## src/flash_pkg.sv

```systemverilog
package flash_pkg;
   // ==========================================================
   // Geometry
   localparam int LOCK_BITS = 16;
   localparam int PAGES_PER_REGION = 64;
   localparam int PAGE_BYTES = 256;
   localparam int PAGE_ADDR_W = 10;
   localparam int WORD_ADDR_W = 16;
   localparam int CAL_BITS = 8;
   localparam int GP_BITS = 2;
   localparam int WAIT_W = 2;
   // ==========================================================
   // Reset values
   localparam logic [15:0] LOCK_RESET = 16'h0000;
   localparam logic [1:0] GP_RESET = 2'h0;
   localparam logic SEC_RESET = 1'b0;
   localparam logic [7:0] CAL_FACTORY = 8'h5A; // Arbitrary value
   // ==========================================================
   // Timing
   localparam int CLK_MHZ = 100;
   localparam int PAGE_PROG_MS = 6;
   localparam int FULL_ERASE_MS = 15;
   localparam int RECOVERY_S = 10;
   localparam int PAGE_PROG_CYC = PAGE_PROG_MS * CLK_MHZ * 1000;
   localparam int FULL_ERASE_CYC = FULL_ERASE_MS * CLK_MHZ * 1000;
   localparam int MS_CYC = CLK_MHZ * 1000;
   localparam int RECOVERY_MS = RECOVERY_S * 1000;
   // ==========================================================
   // Commands
   typedef enum logic [3:0] {
      CMD_NOP = 4'h0,
      CMD_PAGE_PROG = 4'h1,
      CMD_PAGE_ERASE = 4'h2,
      CMD_FULL_ERASE = 4'h3,
      CMD_LOCK_SET = 4'h4,
      CMD_LOCK_CLR = 4'h5,
      CMD_SEC_SET = 4'h6,
      CMD_GP_SET = 4'h7,
      CMD_GP_CLR = 4'h8
   } cmd_type;

   typedef struct packed {
      cmd_type cmd;
      logic [9:0] page;
   } command_type;

   typedef enum logic [1:0] {
      MODE_NORMAL = 2'h0,
      MODE_FAST_PROG = 2'h1,
      MODE_RECOVERY = 2'h3
   } strap_mode_type;
endpackage

```

## src/flash_ctrl.sv

```systemverilog
// Contract
// - two-word prefetch buffer serves halfword fetches
// - one instance per bank, reads proceed during busy
// - sixteen region bits, 64 pages of 256 bytes
// - region count and page geometry are parameters; only PAGES_PER_REGION acts, lock bits fixed at 16
// - write to locked region aborts, sets lock error
// - lock error interrupts only when enabled
// - lock set and clear commands held nonvolatile
// - wipe pin clears all region bits
// - security bit blocks debug and fast port
// - security bit set only by its command
// - wipe plus full erase clears security
// - two general-purpose bits set and cleared
// - bit 0 enables brownout, wipe clears it
// - bit 1 enables brownout reset, wipe clears
// - eight factory calibration bits, never changed
// - strap pattern selects fast programming mode
// - fast port accepts its command set
// - all straps high 10 s restores boot
// - software sets wait states and timings; program and erase timings are parameters here
// - completion and error status, separate enables
module flash_ctrl #(
   parameter int LOCK_BITS = flash_pkg::LOCK_BITS,
   parameter int PAGES_PER_REGION = flash_pkg::PAGES_PER_REGION,
   parameter int PAGE_BYTES = flash_pkg::PAGE_BYTES,
   parameter int PAGE_PROG_CYC = flash_pkg::PAGE_PROG_CYC,
   parameter int FULL_ERASE_CYC = flash_pkg::FULL_ERASE_CYC,
   parameter logic [15:0] RECOVERY_MS = 16'(flash_pkg::RECOVERY_MS)
) (
   input wire logic clk_in,
   input wire logic rst_in,
   // Bus read port
   input wire logic rd_req_in,
   input wire logic [15:0] rd_addr_in,
   output logic rd_ready_out,
   output logic [15:0] rd_data_out,
   output logic flash_req_out,
   output logic [14:0] flash_addr_out,
   input wire logic flash_ack_in,
   input wire logic [63:0] flash_data_in,
   // Debug and fast port access requests
   input wire logic debug_access_in,
   input wire logic fast_prog_access_in,
   output logic debug_grant_out,
   output logic fast_prog_grant_out,
   // Command port
   input wire logic cmd_valid_in,
   input wire flash_pkg::command_type cmd_in,
   input wire logic cmd_from_fast_port_in,
   output logic cmd_ready_out,
   output logic busy_out,
   output logic [9:0] array_page_out,
   output logic array_prog_out,
   output logic array_erase_out,
   output logic array_full_erase_out,
   // Mode bits
   input wire logic [1:0] wait_states_in,
   input wire logic lock_err_irq_en_in,
   input wire logic done_irq_en_in,
   input wire logic cmd_err_irq_en_in,
   input wire logic status_ack_in,
   output logic lock_error_flag_out,
   output logic cmd_error_flag_out,
   output logic done_flag_out,
   output logic irq_out,
   // Nonvolatile state
   input wire logic wipe_pin_in,
   output logic [15:0] lock_bits_out,
   output logic security_bit_out,
   output logic bod_enable_out,
   output logic bod_reset_enable_out,
   output logic [7:0] cal_bits_out,
   // Straps
   input wire logic test_strap_pin_in,
   input wire logic [2:0] port_line_in,
   output flash_pkg::strap_mode_type strap_mode_out,
   output logic boot_restore_out
);
   // ==========================================================
   // Sequencer state
   typedef enum logic [1:0] {
      ST_IDLE = 2'b00,
      ST_RUN = 2'b01,
      ST_DONE = 2'b11
   } state_type;

   state_type state;
   flash_pkg::cmd_type active_cmd;
   logic [9:0] active_page;
   logic [23:0] timer;
   logic [15:0] lock_bits;
   logic [1:0] gp_bits;
   logic security_bit;
   logic wipe_seen;
   logic [3:0] region;
   logic region_locked;
   logic is_write;
   logic fast_mode;
   logic cmd_take;
   logic cmd_allowed;
   logic lock_err_set;
   logic cmd_err_set;
   logic done_set;

   // ==========================================================
   // Read path, runs beside the sequencer, flushed when a command completes
   prefetch_buffer prefetch_buffer_inst (
      .clk_in(clk_in),
      .rst_in(rst_in),
      .rd_req_in(rd_req_in),
      .rd_addr_in(rd_addr_in),
      .flush_in(done_set),
      .wait_states_in(wait_states_in),
      .rd_ready_out(rd_ready_out),
      .rd_data_out(rd_data_out),
      .flash_req_out(flash_req_out),
      .flash_addr_out(flash_addr_out),
      .flash_ack_in(flash_ack_in),
      .flash_data_in(flash_data_in)
   );

   strap_decoder strap_decoder_inst (
      .clk_in(clk_in),
      .rst_in(rst_in),
      .test_strap_pin_in(test_strap_pin_in),
      .port_line_in(port_line_in),
      .recovery_ms_in(RECOVERY_MS),
      .mode_out(strap_mode_out),
      .recovery_out(boot_restore_out)
   );

   assign fast_mode = strap_mode_out == flash_pkg::MODE_FAST_PROG;

   // ==========================================================
   // Protection checks
   assign region = 4'(cmd_in.page / 10'(PAGES_PER_REGION));
   assign region_locked = lock_bits[region];
   assign is_write = cmd_in.cmd == flash_pkg::CMD_PAGE_PROG
      || cmd_in.cmd == flash_pkg::CMD_PAGE_ERASE;
   assign cmd_ready_out = state == ST_IDLE;
   assign cmd_take = cmd_valid_in && cmd_ready_out;
   // Fast port is shut while secured and outside its strap mode
   assign cmd_allowed = !cmd_from_fast_port_in
      || (fast_mode && !security_bit && cmd_in.cmd != flash_pkg::CMD_GP_SET
          && cmd_in.cmd != flash_pkg::CMD_GP_CLR);
   assign lock_err_set = cmd_take && cmd_allowed && is_write && region_locked;
   assign cmd_err_set = cmd_take && (!cmd_allowed || cmd_in.cmd == flash_pkg::CMD_NOP);
   assign done_set = state == ST_DONE;
   assign debug_grant_out = debug_access_in && !security_bit;
   assign fast_prog_grant_out = fast_prog_access_in && fast_mode && !security_bit;
   assign busy_out = state != ST_IDLE;

   // ==========================================================
   // Command sequencer
   always_ff @(posedge clk_in or posedge rst_in) begin
      if (rst_in) begin
         state <= ST_IDLE;
         active_cmd <= flash_pkg::CMD_NOP;
         active_page <= 10'h0;
         timer <= 24'h0;
      end else begin
         unique case (state)
            ST_IDLE: begin
               if (cmd_take && cmd_allowed && !lock_err_set
                   && cmd_in.cmd != flash_pkg::CMD_NOP) begin
                  state <= ST_RUN;
                  active_cmd <= cmd_in.cmd;
                  active_page <= cmd_in.page;
                  if (cmd_in.cmd == flash_pkg::CMD_FULL_ERASE) begin
                     timer <= 24'(FULL_ERASE_CYC - 1);
                  end else if (is_write) begin
                     timer <= 24'(PAGE_PROG_CYC - 1);
                  end else begin
                     timer <= 24'h0;
                  end
               end
            end
            ST_RUN: begin
               if (timer == 24'h0) begin
                  state <= ST_DONE;
               end else begin
                  timer <= timer - 24'h1;
               end
            end
            ST_DONE: begin
               state <= ST_IDLE;
            end
            default: begin
               state <= ST_IDLE;
            end
         endcase
      end
   end

   always_ff @(posedge clk_in or posedge rst_in) begin
      if (rst_in) begin
         array_page_out <= 10'h0;
         array_prog_out <= 1'b0;
         array_erase_out <= 1'b0;
         array_full_erase_out <= 1'b0;
      end else begin
         array_page_out <= active_page;
         array_prog_out <= state == ST_RUN && active_cmd == flash_pkg::CMD_PAGE_PROG;
         array_erase_out <= state == ST_RUN && active_cmd == flash_pkg::CMD_PAGE_ERASE;
         array_full_erase_out <= state == ST_RUN && active_cmd == flash_pkg::CMD_FULL_ERASE;
      end
   end

   // ==========================================================
   // Nonvolatile bits
   always_ff @(posedge clk_in or posedge rst_in) begin
      if (rst_in) begin
         lock_bits <= flash_pkg::LOCK_RESET;
      end else if (wipe_pin_in) begin
         lock_bits <= '0;
      end else if (done_set && active_cmd == flash_pkg::CMD_LOCK_SET) begin
         lock_bits[4'(active_page / 10'(PAGES_PER_REGION))] <= 1'b1;
      end else if (done_set && active_cmd == flash_pkg::CMD_LOCK_CLR) begin
         lock_bits[4'(active_page / 10'(PAGES_PER_REGION))] <= 1'b0;
      end
   end

   always_ff @(posedge clk_in or posedge rst_in) begin
      if (rst_in) begin
         gp_bits <= flash_pkg::GP_RESET;
      end else if (wipe_pin_in) begin
         gp_bits <= 2'h0;
      end else if (done_set && active_cmd == flash_pkg::CMD_GP_SET) begin
         gp_bits[active_page[0]] <= 1'b1;
      end else if (done_set && active_cmd == flash_pkg::CMD_GP_CLR) begin
         gp_bits[active_page[0]] <= 1'b0;
      end
   end

   // Wipe must be seen before the full erase ends to lift security
   always_ff @(posedge clk_in or posedge rst_in) begin
      if (rst_in) begin
         wipe_seen <= 1'b0;
      end else if (wipe_pin_in) begin
         wipe_seen <= 1'b1;
      end else if (done_set && active_cmd == flash_pkg::CMD_FULL_ERASE) begin
         wipe_seen <= 1'b0;
      end
   end

   always_ff @(posedge clk_in or posedge rst_in) begin
      if (rst_in) begin
         security_bit <= flash_pkg::SEC_RESET;
      end else if (done_set && active_cmd == flash_pkg::CMD_SEC_SET) begin
         security_bit <= 1'b1;
      end else if (done_set && active_cmd == flash_pkg::CMD_FULL_ERASE && wipe_seen) begin
         security_bit <= 1'b0;
      end
   end

   assign lock_bits_out = lock_bits;
   assign security_bit_out = security_bit;
   assign bod_enable_out = gp_bits[0];
   assign bod_reset_enable_out = gp_bits[1];
   assign cal_bits_out = flash_pkg::CAL_FACTORY;

   // ==========================================================
   // Status flags, set wins over acknowledge
   always_ff @(posedge clk_in or posedge rst_in) begin
      if (rst_in) begin
         lock_error_flag_out <= 1'b0;
         cmd_error_flag_out <= 1'b0;
         done_flag_out <= 1'b0;
      end else begin
         lock_error_flag_out <= lock_err_set || (lock_error_flag_out && !status_ack_in);
         cmd_error_flag_out <= cmd_err_set || (cmd_error_flag_out && !status_ack_in);
         done_flag_out <= done_set || (done_flag_out && !status_ack_in);
      end
   end

   assign irq_out = (lock_error_flag_out && lock_err_irq_en_in)
      || (cmd_error_flag_out && cmd_err_irq_en_in)
      || (done_flag_out && done_irq_en_in);

   // ==========================================================
   // Checks
   lock_abort_a: assert property (@(posedge clk_in) disable iff (rst_in)
      lock_err_set |=> state == ST_IDLE && lock_error_flag_out)
      else $error("locked write not aborted");
   lock_irq_a: assert property (@(posedge clk_in) disable iff (rst_in)
      lock_error_flag_out && !lock_err_irq_en_in && !done_flag_out && !cmd_error_flag_out
      |-> !irq_out)
      else $error("lock irq while disabled");
   wipe_clear_a: assert property (@(posedge clk_in) disable iff (rst_in)
      wipe_pin_in |=> lock_bits == '0 && gp_bits == 2'h0)
      else $error("wipe left bits set");
   secure_block_a: assert property (@(posedge clk_in) disable iff (rst_in)
      security_bit |-> !debug_grant_out && !fast_prog_grant_out)
      else $error("access granted while secured");
   sec_clear_a: assert property (@(posedge clk_in) disable iff (rst_in)
      $fell(security_bit) |-> $past(active_cmd) == flash_pkg::CMD_FULL_ERASE)
      else $error("security cleared without erase");
   sec_set_a: assert property (@(posedge clk_in) disable iff (rst_in)
      $rose(security_bit) |-> $past(active_cmd) == flash_pkg::CMD_SEC_SET)
      else $error("security set by other command");
   flag_hold_a: assert property (@(posedge clk_in) disable iff (rst_in)
      done_flag_out && !status_ack_in |=> done_flag_out)
      else $error("done flag dropped");
   cal_fixed_a: assert property (@(posedge clk_in) disable iff (rst_in)
      cal_bits_out == $past(cal_bits_out))
      else $error("calibration changed");
   read_busy_a: assert property (@(posedge clk_in) disable iff (rst_in)
      busy_out && rd_req_in && flash_ack_in ##1 rd_req_in && $stable(rd_addr_in)
      |-> rd_ready_out)
      else $error("read stalled by busy");

   lock_err_c: cover property (@(posedge clk_in) disable iff (rst_in) lock_err_set);
   prog_done_c: cover property (@(posedge clk_in) disable iff (rst_in)
      done_set && active_cmd == flash_pkg::CMD_PAGE_PROG);
   sec_clear_c: cover property (@(posedge clk_in) disable iff (rst_in) $fell(security_bit));
endmodule

```

## src/prefetch_buffer.sv

```systemverilog
module prefetch_buffer (
   input wire logic clk_in,
   input wire logic rst_in,
   input wire logic rd_req_in,
   input wire logic [15:0] rd_addr_in,
   input wire logic flush_in,
   input wire logic [1:0] wait_states_in,
   output logic rd_ready_out,
   output logic [15:0] rd_data_out,
   output logic flash_req_out,
   output logic [14:0] flash_addr_out,
   input wire logic flash_ack_in,
   input wire logic [63:0] flash_data_in
);
   // ==========================================================
   // Two 32-bit words held per halfword fetch stream
   logic [63:0] words;
   logic [14:0] tag;
   logic tag_valid;
   logic [1:0] wait_cnt;
   logic hit;

   // Pair covers four halfwords, so bits 1:0 only select within it
   assign hit = tag_valid && tag[14:1] == rd_addr_in[15:2];
   assign flash_req_out = rd_req_in && !hit && wait_cnt == wait_states_in;
   assign flash_addr_out = rd_addr_in[15:1];
   assign rd_ready_out = rd_req_in && hit;

   always_ff @(posedge clk_in or posedge rst_in) begin
      if (rst_in) begin
         wait_cnt <= 2'h0;
      end else if (rd_req_in && !hit && wait_cnt != wait_states_in) begin
         wait_cnt <= wait_cnt + 2'h1;
      end else if (!flash_req_out || flash_ack_in) begin
         // Count cleared once the array answers or no fetch is out; held while a slow array has not answered yet
         wait_cnt <= 2'h0;
      end
   end

   always_ff @(posedge clk_in or posedge rst_in) begin
      if (rst_in) begin
         words <= 64'h0;
         tag <= 15'h0;
         tag_valid <= 1'b0;
      end else if (flush_in) begin
         tag_valid <= 1'b0;
      end else if (flash_req_out && flash_ack_in) begin
         words <= flash_data_in;
         tag <= rd_addr_in[15:1];
         tag_valid <= 1'b1;
      end
   end

   always_ff @(posedge clk_in or posedge rst_in) begin
      if (rst_in) begin
         rd_data_out <= 16'h0;
      end else if (hit) begin
         rd_data_out <= words[rd_addr_in[1:0] * 16 +: 16];
      end
   end
endmodule

```

## src/strap_decoder.sv

```systemverilog
module strap_decoder (
   input wire logic clk_in,
   input wire logic rst_in,
   input wire logic test_strap_pin_in,
   input wire logic [2:0] port_line_in,
   input wire logic [15:0] recovery_ms_in,
   output flash_pkg::strap_mode_type mode_out,
   output logic recovery_out
);
   // ==========================================================
   // Strap decode and 10 s hold timer
   logic [16:0] cyc;
   logic [15:0] ms;
   logic all_high;

   assign all_high = test_strap_pin_in && (&port_line_in);

   always_ff @(posedge clk_in or posedge rst_in) begin
      if (rst_in) begin
         mode_out <= flash_pkg::MODE_NORMAL;
      end else if (test_strap_pin_in && port_line_in == 3'h3) begin
         mode_out <= flash_pkg::MODE_FAST_PROG;
      end else if (all_high) begin
         mode_out <= flash_pkg::MODE_RECOVERY;
      end else begin
         mode_out <= flash_pkg::MODE_NORMAL;
      end
   end

   always_ff @(posedge clk_in or posedge rst_in) begin
      if (rst_in) begin
         cyc <= 17'h0;
         ms <= 16'h0;
         recovery_out <= 1'b0;
      end else if (!all_high) begin
         cyc <= 17'h0;
         ms <= 16'h0;
         recovery_out <= 1'b0;
      end else if (ms == recovery_ms_in) begin
         recovery_out <= 1'b1;
      end else if (cyc == 17'(flash_pkg::MS_CYC - 1)) begin
         cyc <= 17'h0;
         ms <= ms + 16'h1;
      end else begin
         cyc <= cyc + 17'h1;
      end
   end
endmodule
```

## config.mk

```make
export PLATFORM = sky130hd
export DESIGN_NAME = flash_ctrl
export DESIGN_NICKNAME = d
export VERILOG_FILES = /design/src/flash_pkg.sv /design/src/flash_ctrl.sv /design/src/prefetch_buffer.sv /design/src/strap_decoder.sv
export SDC_FILE = /design/constraint.sdc
export NUM_CORES = 1
export LEC_CHECK = 0
export BUFFER_PORTS_ARGS = -buffer_cell sky130_fd_sc_hd__buf_4
export CORE_MARGIN = 2
export CORE_UTILIZATION = 50
export CTS_CLUSTER_SIZE = 24
export DETAILED_ROUTE_END_ITERATION = 12
export MAX_ROUTING_LAYER = met4
export PLACE_DENSITY = 0.81
export SYNTH_ARGS = -nofsm -noshare
export SYNTH_HDL_FRONTEND = slang
export SYNTH_SLANG_ARGS = --single-unit
```

## constraint.sdc

```tcl
create_clock -name clk_in -period 10.3 [get_ports clk_in]
set_input_delay 1.545 -clock clk_in [delete_from_list [all_inputs] [get_ports clk_in]]
set_output_delay 1.545 -clock clk_in [all_outputs]
set_load 0.02 [all_outputs]
```

Word level (Yosys, flattened, before mapping)
Cells that the tools add are included.

Register bits: 210. Logic and storage cells: 180.

Add/sub/neg operators: 4. Order comparisons: 5. Equality and inequality tests: 28. Shift operators: 1. Multiplexer cells: 38. Bitwise gates (word level): 7. Reduce and logical (&&, ||, !) cells: 73.

Operator list (count): $mux W16 (6); $shiftx A64 B7 Y16 (1); $mux W17 (3); $mux W24 (2); $pmux W24 S2 (1); $logic_and A1 B1 Y1 (39); $logic_not A24 Y1 (1); $sub A24 B1 Y24 const B (1); $mux W21 (1); $mux W20 (1); $mux W2 (9); $add A17 B1 Y17 const B (1); $eq A17 B17 Y1 const B (1); $add A16 B1 Y16 const B (1); $and A16 B16 Y16 (1); $eq A16 B14 Y1 const B (1); $eq A4 B2 Y1 const B (4); $eq A4 B3 Y1 const B (4); $not A16 Y16 (1); $or A16 B16 Y16 (1); $eq A14 B14 Y1 (1); $reduce_bool A2 Y1 (6); $mux W1 (11); $lt A4 B5 Y1 const B (2); other kinds (31) (56).

Depth between registers and ports, before layout
Word-level depth: 13. Gate-level depth with buffers: 9. Depth with buffers taken out: 7.

Hierarchy
A second synthesis with hierarchy kept.

Cells, all modules: 924. Area, all modules: 10383.7 um^2.

Modules (own cells, without submodules): prefetch_buffer (times used 1, cells each 273, area each 4319.1 um^2, seq. area each 2427.3 um^2); flash_ctrl (times used 1, cells each 408, area each 3861.2 um^2, seq. area each 1901.8 um^2); strap_decoder (times used 1, cells each 243, area each 2203.4 um^2, seq. area each 900.9 um^2).

Least setup slack after synthesis
Ideal clock, no wire load.

Kind: input to output. From: in rd_addr_in[10]. To: out rd_ready_out. Data arrival time: 3.128 ns. Data required time: 8.755 ns. Setup slack: 5.627 ns. Stages: 5. Path through: xnor2_1 -> nand4_1 -> nor4_2 -> clkbuf_1 -> and2_1.

Longest elaborated chain between the ends: 3.

RTL lines: from (decl) (RTL line flash_ctrl.sv:34) `input wire logic [15:0] rd_addr_in,`; $eq A14 B14 Y1 (RTL line prefetch_buffer.sv:24) `assign hit = tag_valid && tag[14:1] == rd_addr_in[15:2];`; $logic_and A1 B1 Y1 (RTL line prefetch_buffer.sv:24); $logic_and A1 B1 Y1 (RTL line prefetch_buffer.sv:27) `assign rd_ready_out = rd_req_in && hit;`; to (decl) (RTL line flash_ctrl.sv:35) `output logic rd_ready_out,`.

No other way between the ends.

Worst setup path in the final report
From: in rd_addr_in[6]. To: out flash_req_out.

Longest elaborated chain between the ends: 5.

RTL lines: $eq A14 B14 Y1 (RTL line prefetch_buffer.sv:24); $logic_and A1 B1 Y1 (RTL line prefetch_buffer.sv:24); $logic_not A1 Y1 (RTL line prefetch_buffer.sv:25) `assign flash_req_out = rd_req_in && !hit && wait_cnt == wait_states_in;`; $logic_and A1 B1 Y1 (2 in a row) (RTL line prefetch_buffer.sv:25); to (decl) (RTL line flash_ctrl.sv:37) `output logic flash_req_out,`.

No other way between the ends.

==> summary.txt <==
Power and ir drop
  • Internal power contribution: 2.02 mW
  • P_sw: 0.848 mW
  • Clock share of power: 30.9%
  • Leak Pwr: 5.57 nW
  • Seq pwr share: 43.6%
  • Cell Pwr Density: 230 mW/mm^2
  • Sw Ratio: 29.6%
  • Worst VDD drop: 166 uV
  • Comb pwr share: 25.5%
  • Tot Pwr: 2.87 mW

GRT
  • Vias in the first global route: 7417
  • Congestion Overflow GR: 0
  • Largest net degree at the start of global routing: 151
  • Total Routing Usage GR: 22.0%
  • First-pass GRT wire length: 37800 um
  • Initial antenna violation count: 0

Clock network
  • Clock Pin Slew Worst Setup and Hold Paths: 60 ps
  • H-tree depth: 1
  • Clk buf depth: 3
  • Cts repair resizes: 0
  • Setup Fix Bufs, Post-CTS: 0
  • CTS tree: built
  • Total CTS buffers: 23
  • Clock root cell: clkbuf_16
  • Hold buffers post-CTS: 0
  • Clk_lat worst skew: 520 ps
  • Clock sink count: 209

Detailed routing
  • DR iter-0 viols: 443
  • Drt pass-1 iters: 5
  • Total Routed Length: 22900 um
  • Vias: 7546
  • Drt drc: 0
  • DR WL/cell: 17.4 um
  • Vias/cell: 5.74
  • Detail Route Antenna Nets: 0

Floorplanning
  • Die Ht: 147 um
  • I/O pins: 197
  • DIE WIDTH: 147 um
  • Die ar.: 0.0215 sq mm
  • Core box area: 0.0201 sq mm
  • Initial core utilization: 50.6%
  • # rows: 52

STA
  • Tmin final: 4600 ps
  • Setup TNS: 0 ps
  • Hold Vio Cnt, Final: 0
  • Worst slew margin: 30.9%
  • Slew @ Worst Pin: 1040 ps
  • Final Max Tran Viols: 0
  • Setup-failing EPs final: 0
  • Hold_ws: 372 ps
  • Fmax: 0.217 GHz
  • Worst Skew: 9.22 ps
  • Part of the cycle the worst path needs: 44.7%
  • RSZ-0062 raised after global routing: false

Setup path
  • Critical Path RT: 8760 ps
  • Crit path from: rd_addr_in[6]
  • Critical Path Sink: flash_req_out
  • CP Max Fanout: 19
  • R2R Setup Slk: 7000 ps
  • Reg-to-reg endpoint: timer[0]
  • Reg2Reg Depth: 5
  • R2R Path Start: security_bit_out
  • Critical Path End Type: primary output
  • Critical path class: in -> out
  • Crit path DAT: 3060 ps
  • CP Launch Type: primary input

Flow run
  • Max-cap violations: 0

Final layout
  • NumNets Final: 1146
  • Area growth syn-to-layout: 22.6%
  • Fraction of layout cells with a size suffix above 1: 35.5%
  • Non-filler cells, final: 1315
  • Ant. Diodes: 0

Yosys
  • Yosys Warn Count: 0
  • Synth Flop Type: dfrtp_1
  • Asr flop ratio synth: 100%
  • Post-synth top cells: dfrtp_1, mux2_2, nor2_1
  • Share of the synthesized area in the top cell type: 51.5%
  • Post-Syn Area: 0.0102 sq mm
  • Most common cell in the netlist: dfrtp_1
  • Post-synth EDFFs: 0
  • Mapped Avg Cell Area: 11.7 sq um
  • Unique masters post-synth: 66
  • Syn Inst Count: 872
  • Post-synthesis sequential area ratio: 51.5%
  • Top post-synthesis cells by area: dfrtp_1, mux2_2, mux4_2
  • Yosys reg bits: 209
  • Most area-hungry cell type in the Yosys netlist: dfrtp_1

Place
  • Placed cell count: 1273
  • RePlAce Congestion: 0.828
  • HPWL Detailed: 15700 um
  • Port bufs: 188

Hold path
  • Hold depth: 0
  • Worst min path class: reg -> reg

Outcome
  • Status: finished clean
[layout by cell type, fill, tap and decap left out, drive strengths merged, types with 4 or more instances in the layout]
cell type  instances
dfrtp            209
buf              196
mux2             107
nor2              57
nand2             51
o21ai             30
clkbuf            30
inv               27
nor4              23
mux4              20
nand2b            20
a21oi             18
nor3              17
xnor2             17
nand3             16
mux2i             15
a211oi            15
nand4             14
a22o              12
o31ai             10
xor2              10
and3               9
o221ai             9
or3                8
o211ai             8
conb               8
o22ai              6
or4                6
clkinv             6
nor4b              5
and4               5
a31oi              5
ha                 5
o2111ai            4
bufinv             4
and2               4
[worst max-delay path, cell delays in order]
cell,delay (ps)
buf_4,130
xnor2_1,160
nand4_1,190
nor4_4,290
buf_4,320
nand2b_1,200
nor2_1,60
buf_4,150
[power groups by stage]
stage	Clock, mW	Combinational, mW	Sequential, mW
6_report	0.886	0.731	1.25
5_1_grt	0.939	0.803	1.28
4_1_cts	0.907	0.735	1.25
3_5_place_dp	0	0.733	1.26
3_3_place_gp	0	0.709	1.25
2_1_floorplan	0	0.551	1.23
[routing by layer]
metal	share of wire, %	global-route usage (%)	up-vias
met5	0	-	-
met4	3.4	8.35	0
met3	5.2	3.03	52
met2	48	34.2	264
met1	43	29.5	3729
li1	-	-	3501
[worst min path at each step]
stage / slack (ps) / to / startpoint
finish: 370 / array_page_out[5] / active_page[5]
global route: 390 / array_page_out[5] / active_page[5]
CTS: 380 / array_page_out[5] / active_page[5]
detailed placement: 360 / array_page_out[5] / active_page[5]
global placement: 360 / array_page_out[3] / active_page[3]
floorplan: 350 / array_page_out[1] / active_page[1]
[state kept, by name, summed over array words and instances (netlist names), 2 cells and up]
register	cells
prefetch_buffer_inst.rd_data_out	16
strap_decoder_inst.mode_out	2
prefetch_buffer_inst.words	64
gp_bits	2
timer	24
active_cmd	4
array_page_out	10
strap_decoder_inst.cyc	17
lock_bits_out	16
prefetch_buffer_inst.tag	14
prefetch_buffer_inst.wait_cnt	2
strap_decoder_inst.ms	16
state	2
active_page	10
[metrics by stage]
step	instance area (sq um)	util (%)	worst slack, ps
final	12500	62.0	5700
after global routing	12500	62.0	5550
after CTS	12500	62.0	5690
after detailed placement	11600	57.8	5690
after global placement	11600	57.8	5690
after floorplan	10200	-	3050
[area by class of cell]
class | count | area [sq um]
clock buffer | 30 | 652
clock inverter | 12 | 178
fill | 1602 | 7650
inverter | 26 | 105
multi-input combinational | 572 | 4480
sequential | 209 | 5230
tap | 270 | 338
timing repair buffer | 196 | 1470
[cell families after synthesis]
logic type | Yosys count | synth area share [%]
flops | 209 | 51.5
xor+xnor | 27 | 2.33
other cells | 2 | 0.0739
compound gates | 136 | 9.32
mux | 142 | 18.0
buf+inv | 97 | 4.78
fa+ha+maj | 5 | 0.615
simple gates | 254 | 13.4
No activity file was read; power rests on OpenSTA's default activity.
